--- src/rtl/sasq_defines.svh ---
// Purpose: Register offsets, field positions and reset values of the
//          scan acquisition sequencer.
// Assumes: Byte addresses on an AXI4-Lite bus, one 32-bit word per register.
// Notes:   Definitions only.
`ifndef SASQ_DEFINES_SVH
`define SASQ_DEFINES_SVH

// Register byte offsets
`define SASQ_REG_CTRL 8'h00
`define SASQ_REG_START 8'h04
`define SASQ_REG_CLEAR 8'h08
`define SASQ_REG_SCANLD 8'h0C
`define SASQ_REG_STATUS 8'h10
`define SASQ_REG_FIFO 8'h14
`define SASQ_REG_SCANWR 8'h18
`define SASQ_REG_SCANCLR 8'h1C
`define SASQ_REG_CNTLO 8'h20
`define SASQ_REG_CNTHI 8'h24
`define SASQ_REG_LAST 8'h24

// Control register fields
`define SASQ_CTRL_ACQ_EN 0
`define SASQ_CTRL_SCAN_EN 1
`define SASQ_CTRL_CNT32 2
`define SASQ_CTRL_INTERNAL_GATE_N_N 3
`define SASQ_CTRL_SCAN_STEP_DIVIDER 4
`define SASQ_CTRL_EXTERNAL_CONVERT_N 5
`define SASQ_CTRL_WIDTH 6
`define SASQ_CTRL_RESET 6'h08

// Status register fields
`define SASQ_STAT_HAS_DATA 0
`define SASQ_STAT_OVERRUN_N 1
`define SASQ_STAT_OVERFLOW_N 2
`define SASQ_STAT_RUNNING 3
`define SASQ_STAT_ARMED 4
`define SASQ_STAT_COUNT_DONE 5

// Scan entry layout
`define SASQ_ENTRY_END 8

// Pin positions in the synchronised pin vector
`define SASQ_PIN_INTERVAL 0
`define SASQ_PIN_EXTERNAL_CONVERT_N 1
`define SASQ_PIN_TRIG 2
`define SASQ_PIN_GATE 3
`define SASQ_PIN_DIV 4
`define SASQ_PIN_COUNT 5

// Bus responses
`define SASQ_RESP_OKAY 2'h0
`define SASQ_RESP_SLVERR 2'h2

`endif

--- src/rtl/sasq_pkg.sv ---
// Purpose: Types shared by the scan acquisition sequencer.
// Assumes: Nothing beyond SystemVerilog.
// Notes:   Constants live in sasq_defines.svh.
package sasq_pkg;
    // Run sequencing states
    typedef enum logic [1:0] {
        ST_IDLE,
        ST_ARMED,
        ST_RUN,
        ST_STOP
    } sasq_state_t;
endpackage

--- src/rtl/sasq_sample_counter.sv ---
// Purpose: Sample counter, low half alone or low and high halves cascaded.
// Assumes: tick is a one-cycle pulse on clk_sys, one per conversion.
// Notes:   A load wins over a tick in the same cycle.
module sasq_sample_counter (
    input wire logic clk_sys,
    input wire logic rstN,
    input wire logic loadLow,
    input wire logic loadHigh,
    input wire logic [15:0] loadValue,
    input wire logic cascade,
    input wire logic tick,
    output logic [15:0] lowCount,
    output logic [15:0] highCount,
    output logic lastCount
);
    import sasq_pkg::*;

    logic [15:0] next_lowCount;
    logic [15:0] next_highCount;

    // Which tick ends the count in each width
    always_comb begin
        if (cascade) begin
            lastCount = (lowCount == 16'h0000) && (highCount == 16'h0000);
        end else begin
            lastCount = (lowCount == 16'h0001);
        end
    end

    // Load, or step down; when cascaded, the high half steps as the low half reaches zero
    always_comb begin
        next_lowCount = lowCount;
        next_highCount = highCount;
        if (loadLow || loadHigh) begin
            if (loadLow) begin
                next_lowCount = loadValue;
            end
            if (loadHigh) begin
                next_highCount = loadValue;
            end
        end else if (tick) begin
            next_lowCount = lowCount - 16'h0001;
            if (cascade && lowCount == 16'h0001) begin
                next_highCount = highCount - 16'h0001;
            end
        end
    end

    // Counter registers
    always_ff @(posedge clk_sys or negedge rstN) begin
        if (!rstN) begin
            lowCount <= 16'h0000;
            highCount <= 16'h0000;
        end else begin
            lowCount <= next_lowCount;
            highCount <= next_highCount;
        end
    end
endmodule

--- src/rtl/sasq_scan_sequencer.sv ---
// Purpose: Posttrigger scanning acquisition sequencer with AXI4-Lite access.
// Assumes: ADC handshake on clk_sys; pins are asynchronous and active low.
// Notes:   Pins pass two flip-flops; reset is released through two more.
// Summary of operation
// Host never loads fewer than 2 samples; 65,536 is loaded as 0.
// Host sets low counter mode and load value, then loads and arms it.
// Count-width bit clear makes the low counter alone the sample counter.
// Single width: each conversion steps low counter; run ends at zero. With scanning the code runs on to the scan-end entry.
// Above 65,536 the count splits into low and high 16-bit halves.
// Cascaded low half is loaded minus one, all ones when zero.
// Cascaded low reload value is zero; host then arms the counter.
// Host sets high counter mode and selects its load register.
// High half gets upper bits, plus one unless lower bits are 0 or 1.
// Host loads and arms high half, then sets the count-width bit.
// Cascaded: high steps at low zero; end needs both zero, last entry.
// Host picks a count that is a multiple of the scan length.
// Clear write empties the FIFO; scan-load write selects first entry.
// Host sets acquisition and scan enables with both gates disabled.
// Software start write triggers unless the trigger pin is held low.
// A low pulse on the trigger pin starts an armed run.
// After the trigger the interval counter is gated until count ends. With scanning the code gates on to the scan-end entry.
// Overrun or overflow halts the run; host clears and investigates.
// Host polls status and reads one result while data is present.
// External mode: interval counter idle, falling strobe edges convert.
// External mode: strobes are ignored until a start or trigger.
// External mode: conversions stop at zero count despite strobes. With scanning the code converts on to the scan-end entry.
// Scan-end entry closes the sequence, which restarts from entry one.
// Scan step per conversion, or per divider pulse when divider set.
`include "sasq_defines.svh"

module sasq_scan_sequencer #(
    parameter int FIFO_DEPTH = 16,
    parameter int SCAN_DEPTH = 16,
    parameter int DATA_WIDTH = 16
) (
    input wire logic clk_sys,
    input wire logic arst_n,
    input wire logic [7:0] s_axi_awaddr,
    input wire logic s_axi_awvalid,
    output logic s_axi_awready,
    input wire logic [31:0] s_axi_wdata,
    input wire logic [3:0] s_axi_wstrb,
    input wire logic s_axi_wvalid,
    output logic s_axi_wready,
    output logic [1:0] s_axi_bresp,
    output logic s_axi_bvalid,
    input wire logic s_axi_bready,
    input wire logic [7:0] s_axi_araddr,
    input wire logic s_axi_arvalid,
    output logic s_axi_arready,
    output logic [31:0] s_axi_rdata,
    output logic [1:0] s_axi_rresp,
    output logic s_axi_rvalid,
    input wire logic s_axi_rready,
    input wire logic intervalPulseN,
    input wire logic externalConvertN,
    input wire logic externalTriggerN,
    input wire logic externalGateN,
    input wire logic dividerPulseN,
    input wire logic adcBusy,
    input wire logic adcDone,
    input wire logic [DATA_WIDTH-1:0] adcData,
    output logic convertStart,
    output logic intervalGate,
    output logic [7:0] muxSelect
);
    import sasq_pkg::*;

    localparam int FAW = $clog2(FIFO_DEPTH);
    localparam int SAW = $clog2(SCAN_DEPTH);

    logic [1:0] rstPipe;
    logic rstN;
    logic [`SASQ_PIN_COUNT-1:0] pinMeta, pinSync, pinPrev, pinFall;
    logic awHeld, wHeld, next_awHeld, next_wHeld;
    logic [7:0] awAddr, next_awAddr;
    logic [31:0] wData, next_wData;
    logic [3:0] wStrb, next_wStrb;
    logic next_bvalid, next_rvalid;
    logic [1:0] next_bresp, next_rresp;
    logic [31:0] next_rdata, rdValue;
    logic wrFire, wrCtrl, wrStart, wrClear, wrScanLd, wrScanWr, wrScanClr;
    logic wrCntLo, wrCntHi, popFifo;
    sasq_state_t state, next_state;
    logic [`SASQ_CTRL_WIDTH-1:0] ctrl, next_ctrl;
    logic overrunN, overflowN, countDone;
    logic next_overrunN, next_overflowN, next_countDone;
    logic next_convertStart, next_intervalGate;
    logic [SAW-1:0] rdPtr, wrPtr, next_rdPtr, next_wrPtr;
    logic [FAW-1:0] fifoRd, fifoWr, next_fifoRd, next_fifoWr;
    logic [FAW:0] fifoCnt, next_fifoCnt;
    logic [8:0] scanMem [SCAN_DEPTH];
    logic [DATA_WIDTH-1:0] fifoMem [FIFO_DEPTH];
    logic fifoFull, fifoEmpty, pushFifo, overflowEv, overrunEv;
    logic extMode, scan_enable, gateBlock, convFall, convReq, convAccept;
    logic trigger, tick, lastCount, entryEnd, endNow, stepScan;
    logic [15:0] lowCount, highCount;

    // Reset release through two flip-flops
    always_ff @(posedge clk_sys or negedge arst_n) begin
        if (!arst_n) begin
            rstPipe <= 2'h0;
        end else begin
            rstPipe <= {rstPipe[0], 1'b1};
        end
    end
    assign rstN = rstPipe[1];

    // Two-stage pin synchronisers and a delayed copy for edge detection
    always_ff @(posedge clk_sys or negedge rstN) begin
        if (!rstN) begin
            pinMeta <= 5'h1F;
            pinSync <= 5'h1F;
            pinPrev <= 5'h1F;
        end else begin
            pinMeta <= {dividerPulseN, externalGateN, externalTriggerN,
                        externalConvertN, intervalPulseN};
            pinSync <= pinMeta;
            pinPrev <= pinSync;
        end
    end
    assign pinFall = pinPrev & ~pinSync;

    // Bus handshakes: one write and one read under way at a time
    assign s_axi_awready = !awHeld;
    assign s_axi_wready = !wHeld;
    assign s_axi_arready = !s_axi_rvalid;
    assign wrFire = awHeld && wHeld && !s_axi_bvalid;

    // Write decode, performed once both address and data are held
    always_comb begin
        wrCtrl = wrFire && awAddr == `SASQ_REG_CTRL && wStrb[0];
        wrStart = wrFire && awAddr == `SASQ_REG_START;
        wrClear = wrFire && awAddr == `SASQ_REG_CLEAR;
        wrScanLd = wrFire && awAddr == `SASQ_REG_SCANLD;
        wrScanWr = wrFire && awAddr == `SASQ_REG_SCANWR && wStrb[1:0] == 2'h3;
        wrScanClr = wrFire && awAddr == `SASQ_REG_SCANCLR;
        wrCntLo = wrFire && awAddr == `SASQ_REG_CNTLO && wStrb[1:0] == 2'h3;
        wrCntHi = wrFire && awAddr == `SASQ_REG_CNTHI && wStrb[1:0] == 2'h3;
        popFifo = s_axi_arvalid && s_axi_arready && !fifoEmpty
                  && s_axi_araddr == `SASQ_REG_FIFO;
    end

    // Read data multiplexer
    always_comb begin
        rdValue = 32'h0000_0000;
        unique case (s_axi_araddr)
            `SASQ_REG_CTRL: rdValue[`SASQ_CTRL_WIDTH-1:0] = ctrl;
            `SASQ_REG_STATUS: rdValue[5:0] = {countDone, state == ST_ARMED,
                state == ST_RUN, overflowN, overrunN, !fifoEmpty};
            `SASQ_REG_FIFO: rdValue[DATA_WIDTH-1:0] = fifoMem[fifoRd];
            `SASQ_REG_CNTLO: rdValue[15:0] = lowCount;
            `SASQ_REG_CNTHI: rdValue[15:0] = highCount;
            default: rdValue = 32'h0000_0000;
        endcase
    end

    // Bus channel next values
    always_comb begin
        next_awHeld = awHeld;
        next_awAddr = awAddr;
        next_wHeld = wHeld;
        next_wData = wData;
        next_wStrb = wStrb;
        next_bvalid = s_axi_bvalid;
        next_bresp = s_axi_bresp;
        next_rvalid = s_axi_rvalid;
        next_rdata = s_axi_rdata;
        next_rresp = s_axi_rresp;
        if (s_axi_awvalid && s_axi_awready) begin
            next_awHeld = 1'b1;
            next_awAddr = s_axi_awaddr;
        end
        if (s_axi_wvalid && s_axi_wready) begin
            next_wHeld = 1'b1;
            next_wData = s_axi_wdata;
            next_wStrb = s_axi_wstrb;
        end
        if (s_axi_bvalid && s_axi_bready) begin
            next_bvalid = 1'b0;
        end
        if (wrFire) begin
            next_awHeld = 1'b0;
            next_wHeld = 1'b0;
            next_bvalid = 1'b1;
            next_bresp = (awAddr[1:0] == 2'h0 && awAddr <= `SASQ_REG_LAST)
                         ? `SASQ_RESP_OKAY : `SASQ_RESP_SLVERR;
        end
        if (s_axi_rvalid && s_axi_rready) begin
            next_rvalid = 1'b0;
        end
        if (s_axi_arvalid && s_axi_arready) begin
            next_rvalid = 1'b1;
            next_rdata = rdValue;
            next_rresp = (s_axi_araddr[1:0] == 2'h0
                          && s_axi_araddr <= `SASQ_REG_LAST)
                         ? `SASQ_RESP_OKAY : `SASQ_RESP_SLVERR;
        end
    end

    // Bus channel registers
    always_ff @(posedge clk_sys or negedge rstN) begin
        if (!rstN) begin
            awHeld <= 1'b0;
            awAddr <= 8'h00;
            wHeld <= 1'b0;
            wData <= 32'h0000_0000;
            wStrb <= 4'h0;
            s_axi_bvalid <= 1'b0;
            s_axi_bresp <= `SASQ_RESP_OKAY;
            s_axi_rvalid <= 1'b0;
            s_axi_rdata <= 32'h0000_0000;
            s_axi_rresp <= `SASQ_RESP_OKAY;
        end else begin
            awHeld <= next_awHeld;
            awAddr <= next_awAddr;
            wHeld <= next_wHeld;
            wData <= next_wData;
            wStrb <= next_wStrb;
            s_axi_bvalid <= next_bvalid;
            s_axi_bresp <= next_bresp;
            s_axi_rvalid <= next_rvalid;
            s_axi_rdata <= next_rdata;
            s_axi_rresp <= next_rresp;
        end
    end

    // Conversion requests, gating and triggers
    always_comb begin
        extMode = ctrl[`SASQ_CTRL_EXTERNAL_CONVERT_N];
        scan_enable = ctrl[`SASQ_CTRL_SCAN_EN];
        gateBlock = !ctrl[`SASQ_CTRL_INTERNAL_GATE_N_N] && !pinSync[`SASQ_PIN_GATE];
        convFall = extMode ? pinFall[`SASQ_PIN_EXTERNAL_CONVERT_N]
                           : pinFall[`SASQ_PIN_INTERVAL];
        convReq = state == ST_RUN && convFall && !gateBlock;
        convAccept = convReq && !adcBusy && !convertStart;
        overrunEv = convReq && !convAccept;
        tick = convAccept && !countDone;
        entryEnd = scanMem[rdPtr][`SASQ_ENTRY_END];
        endNow = convAccept && (countDone || (tick && lastCount))
                 && (entryEnd || !scan_enable);
        trigger = (wrStart && pinSync[`SASQ_PIN_TRIG])
                  || pinFall[`SASQ_PIN_TRIG];
        stepScan = state == ST_RUN && scan_enable
                   && (ctrl[`SASQ_CTRL_SCAN_STEP_DIVIDER] ? pinFall[`SASQ_PIN_DIV]
                                                : convAccept);
        fifoFull = fifoCnt == (FAW+1)'(FIFO_DEPTH);
        fifoEmpty = fifoCnt == '0;
        pushFifo = adcDone && !fifoFull;
        overflowEv = adcDone && fifoFull;
    end

    // Run sequencing, error flags, FIFO and scan pointers
    always_comb begin
        next_state = state;
        next_ctrl = wrCtrl ? wData[`SASQ_CTRL_WIDTH-1:0] : ctrl;
        next_countDone = countDone || (tick && lastCount);
        next_overrunN = wrClear ? 1'b1 : overrunN;
        next_overflowN = wrClear ? 1'b1 : overflowN;
        if (overrunEv) begin
            next_overrunN = 1'b0;
        end
        if (overflowEv) begin
            next_overflowN = 1'b0;
        end
        unique case (state)
            ST_IDLE: if (ctrl[`SASQ_CTRL_ACQ_EN]) next_state = ST_ARMED;
            ST_ARMED: if (trigger) next_state = ST_RUN;
            ST_RUN: begin
                if (overrunEv || overflowEv || !overrunN || !overflowN) begin
                    next_state = ST_STOP;
                end else if (endNow) begin
                    next_state = ST_STOP;
                end
            end
            ST_STOP: next_state = ST_STOP;
        endcase
        if (!ctrl[`SASQ_CTRL_ACQ_EN]) begin
            next_state = ST_IDLE;
        end else if (wrClear) begin
            next_state = ST_ARMED;
        end
        if (next_state == ST_ARMED && state != ST_ARMED) begin
            next_countDone = 1'b0;
        end
        next_fifoWr = pushFifo ? fifoWr + 1'b1 : fifoWr;
        next_fifoRd = popFifo ? fifoRd + 1'b1 : fifoRd;
        next_fifoCnt = fifoCnt + (FAW+1)'(pushFifo) - (FAW+1)'(popFifo);
        if (wrClear) begin
            next_fifoWr = '0;
            next_fifoRd = '0;
            next_fifoCnt = '0;
        end
        next_rdPtr = rdPtr;
        if (wrScanLd) begin
            next_rdPtr = '0;
        end else if (stepScan) begin
            next_rdPtr = (entryEnd || rdPtr == SAW'(SCAN_DEPTH-1))
                         ? '0 : rdPtr + 1'b1;
        end
        next_wrPtr = wrScanClr ? '0 : (wrScanWr ? wrPtr + 1'b1 : wrPtr);
        next_convertStart = convAccept;
        next_intervalGate = next_state == ST_RUN
                            && !next_ctrl[`SASQ_CTRL_EXTERNAL_CONVERT_N];
    end

    // Sequencer registers
    always_ff @(posedge clk_sys or negedge rstN) begin
        if (!rstN) begin
            state <= ST_IDLE;
            ctrl <= `SASQ_CTRL_RESET;
            countDone <= 1'b0;
            overrunN <= 1'b1;
            overflowN <= 1'b1;
            fifoWr <= '0;
            fifoRd <= '0;
            fifoCnt <= '0;
            rdPtr <= '0;
            wrPtr <= '0;
            convertStart <= 1'b0;
            intervalGate <= 1'b0;
            muxSelect <= 8'h00;
        end else begin
            state <= next_state;
            ctrl <= next_ctrl;
            countDone <= next_countDone;
            overrunN <= next_overrunN;
            overflowN <= next_overflowN;
            fifoWr <= next_fifoWr;
            fifoRd <= next_fifoRd;
            fifoCnt <= next_fifoCnt;
            rdPtr <= next_rdPtr;
            wrPtr <= next_wrPtr;
            convertStart <= next_convertStart;
            intervalGate <= next_intervalGate;
            muxSelect <= scanMem[next_rdPtr][7:0];
        end
    end

    // Scan entry and result storage
    always_ff @(posedge clk_sys) begin
        if (wrScanWr) begin
            scanMem[wrPtr] <= wData[8:0];
        end
        if (pushFifo) begin
            fifoMem[fifoWr] <= adcData;
        end
    end

    sasq_sample_counter u_counter (
        .clk_sys(clk_sys),
        .rstN(rstN),
        .loadLow(wrCntLo),
        .loadHigh(wrCntHi),
        .loadValue(wData[15:0]),
        .cascade(ctrl[`SASQ_CTRL_CNT32]),
        .tick(tick),
        .lowCount(lowCount),
        .highCount(highCount),
        .lastCount(lastCount)
    );
endmodule

--- config.mk ---
export PLATFORM = sky130hd
export DESIGN_NAME = sasq_scan_sequencer
export DESIGN_NICKNAME = d
export VERILOG_FILES = /design/src/rtl/sasq_pkg.sv /design/src/rtl/sasq_sample_counter.sv /design/src/rtl/sasq_scan_sequencer.sv
export VERILOG_INCLUDE_DIRS = /design/src /design/src/rtl
export SDC_FILE = /design/constraint.sdc
export NUM_CORES = 1
export LEC_CHECK = 0
export BUFFER_PORTS_ARGS = -buffer_cell sky130_fd_sc_hd__buf_2
export CORE_MARGIN = 5
export CORE_UTILIZATION = 60
export CTS_CLUSTER_DIAMETER = 60
export DETAILED_ROUTE_END_ITERATION = 10
export HOLD_SLACK_MARGIN = 0.1
export PLACE_DENSITY = 0.79
export SYNTH_ARGS = -nofsm -noshare
export SYNTH_HDL_FRONTEND = slang
export SYNTH_SLANG_ARGS = --single-unit
--- constraint.sdc ---
create_clock -name clk_sys -period 5.15 [get_ports clk_sys]
set_input_delay 1.03 -clock clk_sys [delete_from_list [all_inputs] [get_ports clk_sys]]
set_output_delay 1.03 -clock clk_sys [all_outputs]
set_load 0.02 [all_outputs]
==> flow_summary.json, run 1 <==
{
  "status": "finished, final reports clean",
  "synth.top_cell.area_share_pct": 53.6,
  "drc": 0,
  "r2r-start": "rdPtr[0]$_DFF_PN0_",
  "cts.clk_slew.worst_paths_ps": 60,
  "period_share_pct": 72.4,
  "antenna_found_initial": 1,
  "synth_area_um2": 22400,
  "drive_above_1_share_pct": 24.6,
  "synth_compound_area_share_pct": 7.18,
  "synth_top_family_by_area": "multiplexers",
  "p_leak_nw": 9.02,
  "crit_required_ps": 5590,
  "synth_xor_area_share_pct": 0.547,
  "critPathArrivalTime_ps": 4160,
  "grtUsageMet3_pct": 4.48,
  "ys_top_cells_by_area": "edfxtp_1 (54%), dfrtp_1 (14%), mux4_2 (8.2%)",
  "p_switching_mw": 2.81,
  "worstSetupPathType": "in -> reg",
  "vdd_drop_max_v": 0.000486,
  "worstMarginPinSlew_ps": 1220,
  "track_usage_pct": 24.9,
  "htree_levels": 2,
  "port-buffer-count": 96,
  "drt_iter0_drc": 1416,
  "finalSetupTns_ps": 0,
  "synth_top_area_cell": "edfxtp_1",
  "synth-edff-count": 400,
  "area_delta_synth_final_pct": 12.0,
  "p_seq_share_pct": 53.5,
  "cts_buffers": 53,
  "ios": 133,
  "die_h_um": 203,
  "nNetsFinal": 1615,
  "fin_crit_ps": 3730,
  "diodes": 0,
  "die_x_um": 203,
  "nFillCells": 2378,
  "slowest_stage": "or3b_2",
  "worstPathCellList": "buf_2, nor4_1, nand2b_1, or3b_2, nor4_4, ha_1, inv_1, ha_1, fa_1, a21oi_1, nor2_1, nor2_1, xnor2_1, nor2_1",
  "cpMostUsedCell": "nor2_1",
  "synth_cells": 1411,
  "setup_violations": 0,
  "holdWs_ps": 228,
  "p_clk_share_pct": 36.5,
  "grt_pass1_vias": 12922,
  "setup_ws_ps": 1420,
  "synth_ff_type": "edfxtp_1",
  "synth_area_per_cell_um2": 15.9,
  "synth_cell_types": 73,
  "clockBufferDepth": 3,
  "cp-start-kind": "input pin",
  "top_usage_layer": "met2",
  "hpwl_mm": 30.8,
  "switching_share_pct": 26.0,
  "grtUsageMet1_pct": 32.8,
  "antenna_left": 0,
  "ys_ff_latch": 538,
  "clk_latency_ps": 610,
  "finClkSkew_ps": 37.9,
  "viasPerCell": 6.34,
  "hold_path.class": "in -> async",
  "cp.buffers_inverters": 2,
  "gp_congestion": 0.874,
  "endpoint_kind": "register",
  "ff2ff_path_depth": 8,
  "path_depth": 14,
  "rows": 70,
  "core-area_um2": 36800,
  "intPower_mw": 8.02,
  "p_per_area_nw_per_um2": 431,
  "seq_area_frac_synth_pct": 69.1,
  "die-area_um2": 41300,
  "cap_violations": 0,
  "path_max_fanout": 8,
  "drt_wl_total_mm": 50.8,
  "synth-simple-area-share_pct": 6.88,
  "finalHoldViolCount": 0,
  "r2r-end": "muxSelect[0]$_DFF_PN0_",
  "cts_tree": "built",
  "grt_max_degree": 61,
  "async_flop_share_pct": 25.7,
  "clkSinkCount": 538,
  "slowest_delay_ps": 580,
  "synth_common_cells": "edfxtp_1 (400), dfrtp_1 (121), nand2_1 (99)",
  "dr.pass1.iters": 5,
  "muxShareOfSynthArea_pct": 12.3,
  "ys_warn_count": 0,
  "slew_headroom_pct": 19.0,
  "postCtsResizedCells": 0,
  "comb_power_share_pct": 10.0,
  "drv_slew": 0,
  "yosysMostFrequentCell": "edfxtp_1",
  "wl_per_cell_um": 25.1,
  "synthAdderAreaFrac_pct": 1.26,
  "max_clock_freq_mhz": 268,
  "start_util_pct": 60.9,
  "grt_overflow": 0,
  "vias": 12821,
  "grt_use_met2_pct": 43.0,
  "cp_top_family": "simple AND/OR/NAND/NOR gates",
  "dp_slack_ps": 846,
  "dpl-instance-area_um2": 23300,
  "final_cell_area_um2": 25100,
  "rsz0062_at_grt": "false",
  "cts_root_buffer": "clkbuf_16",
  "grt_pass1_wl_mm": 77.8,
  "cts-hold-fix-buffers": 0,
  "post-cts-setup-buffer-count": 0,
  "r2r_setup_slack_ps": 1450
}
==> state kept, by name, summed over array words and instances, names as in the netlist, 4 cells and up <==
name                 count
s_axi_rdata             16
muxSelect                8
fifoMem                256
u_counter.highCount     16
ctrl                     6
u_counter.lowCount      16
wrPtr                    4
rdPtr                    4
fifoWr                   4
pinSync                  5
awAddr                   8
scanMem                144
wData                   16
fifoCnt                  5
fifoRd                   4
pinMeta                  5
pinPrev                  4
==> metal layers <==
layer  share of wire [%]  vias up
li1                    -     5653
met1                  37     6486
met2                  52      597
met3                 8.0       83
met4                 2.5        2
met5               0.026        -
==> worst max-delay path by stage <==
stage                                     from                endpoint  slack (ps)
after CTS                      s_axi_araddr[1]    fifoCnt[4]$_DFF_PN0_        1450
after global placement         s_axi_araddr[1]    fifoCnt[4]$_DFF_PN0_         990
after floorplan           rstPipe[1]$_DFF_PN0_   awAddr[0]$_DFFE_PN0P_        1050
final                          s_axi_araddr[1]    fifoCnt[4]$_DFF_PN0_        1420
after global routing        rdPtr[0]$_DFF_PN0_  muxSelect[0]$_DFF_PN0_        1200
after detailed placement       s_axi_araddr[1]    fifoCnt[4]$_DFF_PN0_         850
==> worst register-to-register path, stage by stage (launching register included) <==
cell	delay [ps]
dfrtp_1	750
mux4_2	630
a22oi_1	290
o21ai_1	280
o21ai_4	720
buf_4	410
a21oi_1	90
a221o_1	360
nand4_1	90
==> cell families after synthesis <==
group | Yosys count
and+or+nand+nor | 303
xor gates and xnor gates | 14
AOI/OAI and AO/OA | 244
muxes | 166
adders and majority gates | 22
buffers and inverters | 122
other | 2
DFF | 538
==> layout make-up <==
class                      instances  area [µm²]  share of cell area, %
timing repair buffer             117         638                   2.54
tap                              468         586                   2.33
multi-input combinational        768        6460                   25.7
inverter                          33         126                  0.503
sequential                       538       15500                   61.7
clock buffer                      70        1490                   5.95
clock inverter                    29         300                   1.20
==> placed cells by master, fill, tap and decap left out, drive strengths merged, types with 17 or more instances in the layout <==
cell type and instances:
a221o 24, mux2i 40, and2 27, dfstp 17
conb 19, edfxtp 400, o21ai 73, nand2 100
dfrtp 121, ha 21, nor3 21, mux2 44
a21oi 74, nor2 59, buf 117, inv 36
mux4 82, clkbuf 70, clkinv 19
==> power by group through the flow <==
| stage | Sequential [mW] | Clock (mW) | Combinational, mW |
|---|---|---|---|
| 4_1_cts | 5.79 | 4.01 | 1.08 |
| 5_1_grt | 5.84 | 4.20 | 1.18 |
| 3_3_place_gp | 5.82 | 0 | 1.02 |
| 6_report | 5.79 | 3.96 | 1.08 |
| 3_5_place_dp | 5.87 | 0 | 1.07 |
| 2_1_floorplan | 5.59 | 0 | 0.787 |
==> stage by stage <==
stage | util, % | cells | power (mW)
3_5_place_dp | 63.4 | 1924 | 6.94
4_1_cts | 68.2 | 2023 | 10.9
3_3_place_gp | 63.4 | 1924 | 6.85
6_report | 68.2 | 2023 | 10.8
2_1_floorplan | - | 1428 | 6.38
5_1_grt | 68.2 | 2023 | 11.2
Power figures use the tool's default switching activity.
==> inputs of run 2 (changes only) <==
Settings changed: CORE_UTILIZATION 60 to 55, PLACE_DENSITY 0.79 to 0.76.
Clock period 5.15 ns to 3.1 ns, I/O delays scaled along.
==> run 2 against run 1 <==
Against the previous run:
- design area is 2.6% higher
- final cell count is 6.3% higher
- routed wire length is 2.5% higher
- via count is 2.2% higher
- largest power group unchanged
- global-route usage is 1.5 points lower
- highest routed layer unchanged
- non-clock buffer count is 64 higher
- sequential share of layout area is 1.6 points lower
- register-to-register slack worse by 1300 ps
- hold slack worse by 88 ps
- die area is 8.6% higher
- critical endpoint is now u_counter.highCount[7]$_DFFE_PN0P_
- combinational power is 81% higher
- clock-buffer cell count is 3 higher
- critical path type is now reg -> reg
==> flow_summary.json, run 2 (synthesized netlist as in run 1, its figures left out) <==
{
  "p_seq_share_pct": 54.0,
  "gp_congestion": 0.878,
  "comb_power_share_pct": 11.0,
  "post-cts-setup-buffer-count": 0,
  "ios": 133,
  "final_cell_mix": "edfxtp_1 (400), dfrtp_1 (117), nand2_1 (99), buf_2 (96), mux4_2 (82)",
  "p_switching_mw": 4.57,
  "dp_slack_ps": -227,
  "drc": 0,
  "startpoint": "u_counter.lowCount[12]$_DFFE_PN0P_",
  "worstSetupPathType": "reg -> reg",
  "viasPerCell": 6.10,
  "drv_slew": 0,
  "clockBufferDepth": 3,
  "drt_wl_total_mm": 52.1,
  "largest_register_ffs": 256,
  "port-buffer-count": 96,
  "grt_max_degree": 74,
  "setup_violations": 0,
  "hpwl_mm": 32.9,
  "die_x_um": 212,
  "antenna_left": 0,
  "period_share_pct": 94.7,
  "wl_per_cell_um": 24.2,
  "drt_iter0_drc": 1281,
  "clkSinkCount": 538,
  "endpoint_kind": "register",
  "top_regs": "fifoMem: 256 flops, scanMem: 144 flops",
  "top_register": "fifoMem",
  "clk_latency_ps": 600,
  "critPathArrivalTime_ps": 3390,
  "slew_headroom_pct": 40.4,
  "status": "finished, final reports clean",
  "multi_input_area_um2": 6520,
  "vias": 13106,
  "cts_buffers": 53,
  "rows": 74,
  "vdd_drop_max_v": 0.000567,
  "start_util_pct": 55.3,
  "worstMarginPinSlew_ps": 894,
  "finalHoldViolCount": 0,
  "grt_pass1_wl_mm": 79.4,
  "path_max_fanout": 18,
  "dr.pass1.iters": 5,
  "die_h_um": 212,
  "htree_levels": 2,
  "finClkSkew_ps": 43.5,
  "antenna_found_initial": 3,
  "crit_required_ps": 3550,
  "min_from": "externalTriggerN",
  "cap_violations": 0,
  "track_usage_pct": 23.3,
  "cp-start-kind": "register",
  "hold_path.class": "in -> reg",
  "p_per_area_nw_per_um2": 689,
  "cts.clk_slew.worst_paths_ps": 60,
  "die-area_um2": 44900,
  "rsz0062_at_grt": "false",
  "area_delta_synth_final_pct": 14.9,
  "seq_area_um2": 15500,
  "fin_crit_ps": 2940,
  "grt_overflow": 0,
  "p_leak_nw": 9.35,
  "cts_tree": "built",
  "final_cell_area_um2": 25800,
  "core-area_um2": 40600,
  "setup_ws_ps": 164,
  "switching_share_pct": 25.7,
  "drive_above_1_share_pct": 27.4,
  "grt_pass1_vias": 13230,
  "nFillCells": 2816,
  "max_clock_freq_mhz": 341,
  "nNetsFinal": 1679,
  "layout_commonest_cell": "edfxtp_1",
  "dpl-instance-area_um2": 24000,
  "r2r-start": "u_counter.lowCount[12]$_DFFE_PN0P_",
  "p_clk_share_pct": 35.0,
  "intPower_mw": 13.2,
  "cts_root_buffer": "clkbuf_16"
}
## run 2: metrics by stage
step / setup TNS, ps / hold WS, ps / std cells / power (mW) / util [%]
finish: 0 / 140 / 2150 / 17.8 / 63.5
global route: 0 / 115 / 2149 / 18.5 / 63.5
CTS: 0 / 109 / 2149 / 17.9 / 63.5
detailed placement: -440 / 267 / 2051 / 11.6 / 59.3
global placement: -265 / 259 / 2051 / 11.5 / 59.3
floorplan: -126 / 324 / 1428 / 10.6 / -
## run 2: area by class of cell
| class | count | area share [%] |
|---|---|---|
| diodes | 1 | 0.00972 |
| flip-flops and latches | 538 | 60.2 |
| multi-input cells | 768 | 25.3 |
| clock buffers | 73 | 5.65 |
| inverters | 33 | 0.491 |
| clock inverters | 24 | 0.908 |
| well taps | 532 | 2.58 |
| repair buffers | 181 | 4.89 |
## run 2: repair_timing
item                                    in CTS  in global routing
endpoints found under the setup margin       0                 49
hold buffers                                 1                  0
hold endpoints to repair                     2                  0
gates resized for setup                      0                  7
## run 2: worst max-delay path, stage by stage, from the launching register on
cell and delay, ps:
dfrtp_1 450, or4_4 610, nor3_1 320, nand3_1 160, or4_1 600, a21boi_4 230, o21ai_0 280, o21ai_1 130
## run 2: path summary, 6_finish.rpt
| path | cells past startpoint | endpoint | slack [ps] |
|---|---|---|---|
| setup / recovery | 7 | u_counter.highCount[7]$_DFFE_PN0P_ | 160 |
| hold / removal | 1 | pinMeta[2]$_DFF_PN1_ | 140 |
| setup reg to reg | 7 | u_counter.highCount[7]$_DFFE_PN0P_ | 160 |
| hold reg to reg | 0 | wData[12]$_DFFE_PN0P_ | 260 |
| max in group asynchronous | 1 | pinMeta[2]$_DFF_PN1_ | 1980 |
| min in group asynchronous | 0 | wData[12]$_DFFE_PN0P_ | 260 |
## run 2: power groups by stage
stage / Clock (mW) / Sequential, mW / Combinational [mW]
floorplan: 0 / 9.28 / 1.34
global placement: 0 / 9.64 / 1.88
detailed placement: 0 / 9.70 / 1.94
CTS: 6.33 / 9.58 / 1.97
global route: 6.67 / 9.66 / 2.13
finish: 6.22 / 9.58 / 1.95
## run 2: per-layer routing
metal	vias to the layer above	track usage (%)	share of wire, %
li1	5774	-	-
met1	6682	32.2	40
met2	560	39.6	51
met3	84	3.96	7.5
met4	6	5.38	2.0
met5	-	0	0.054
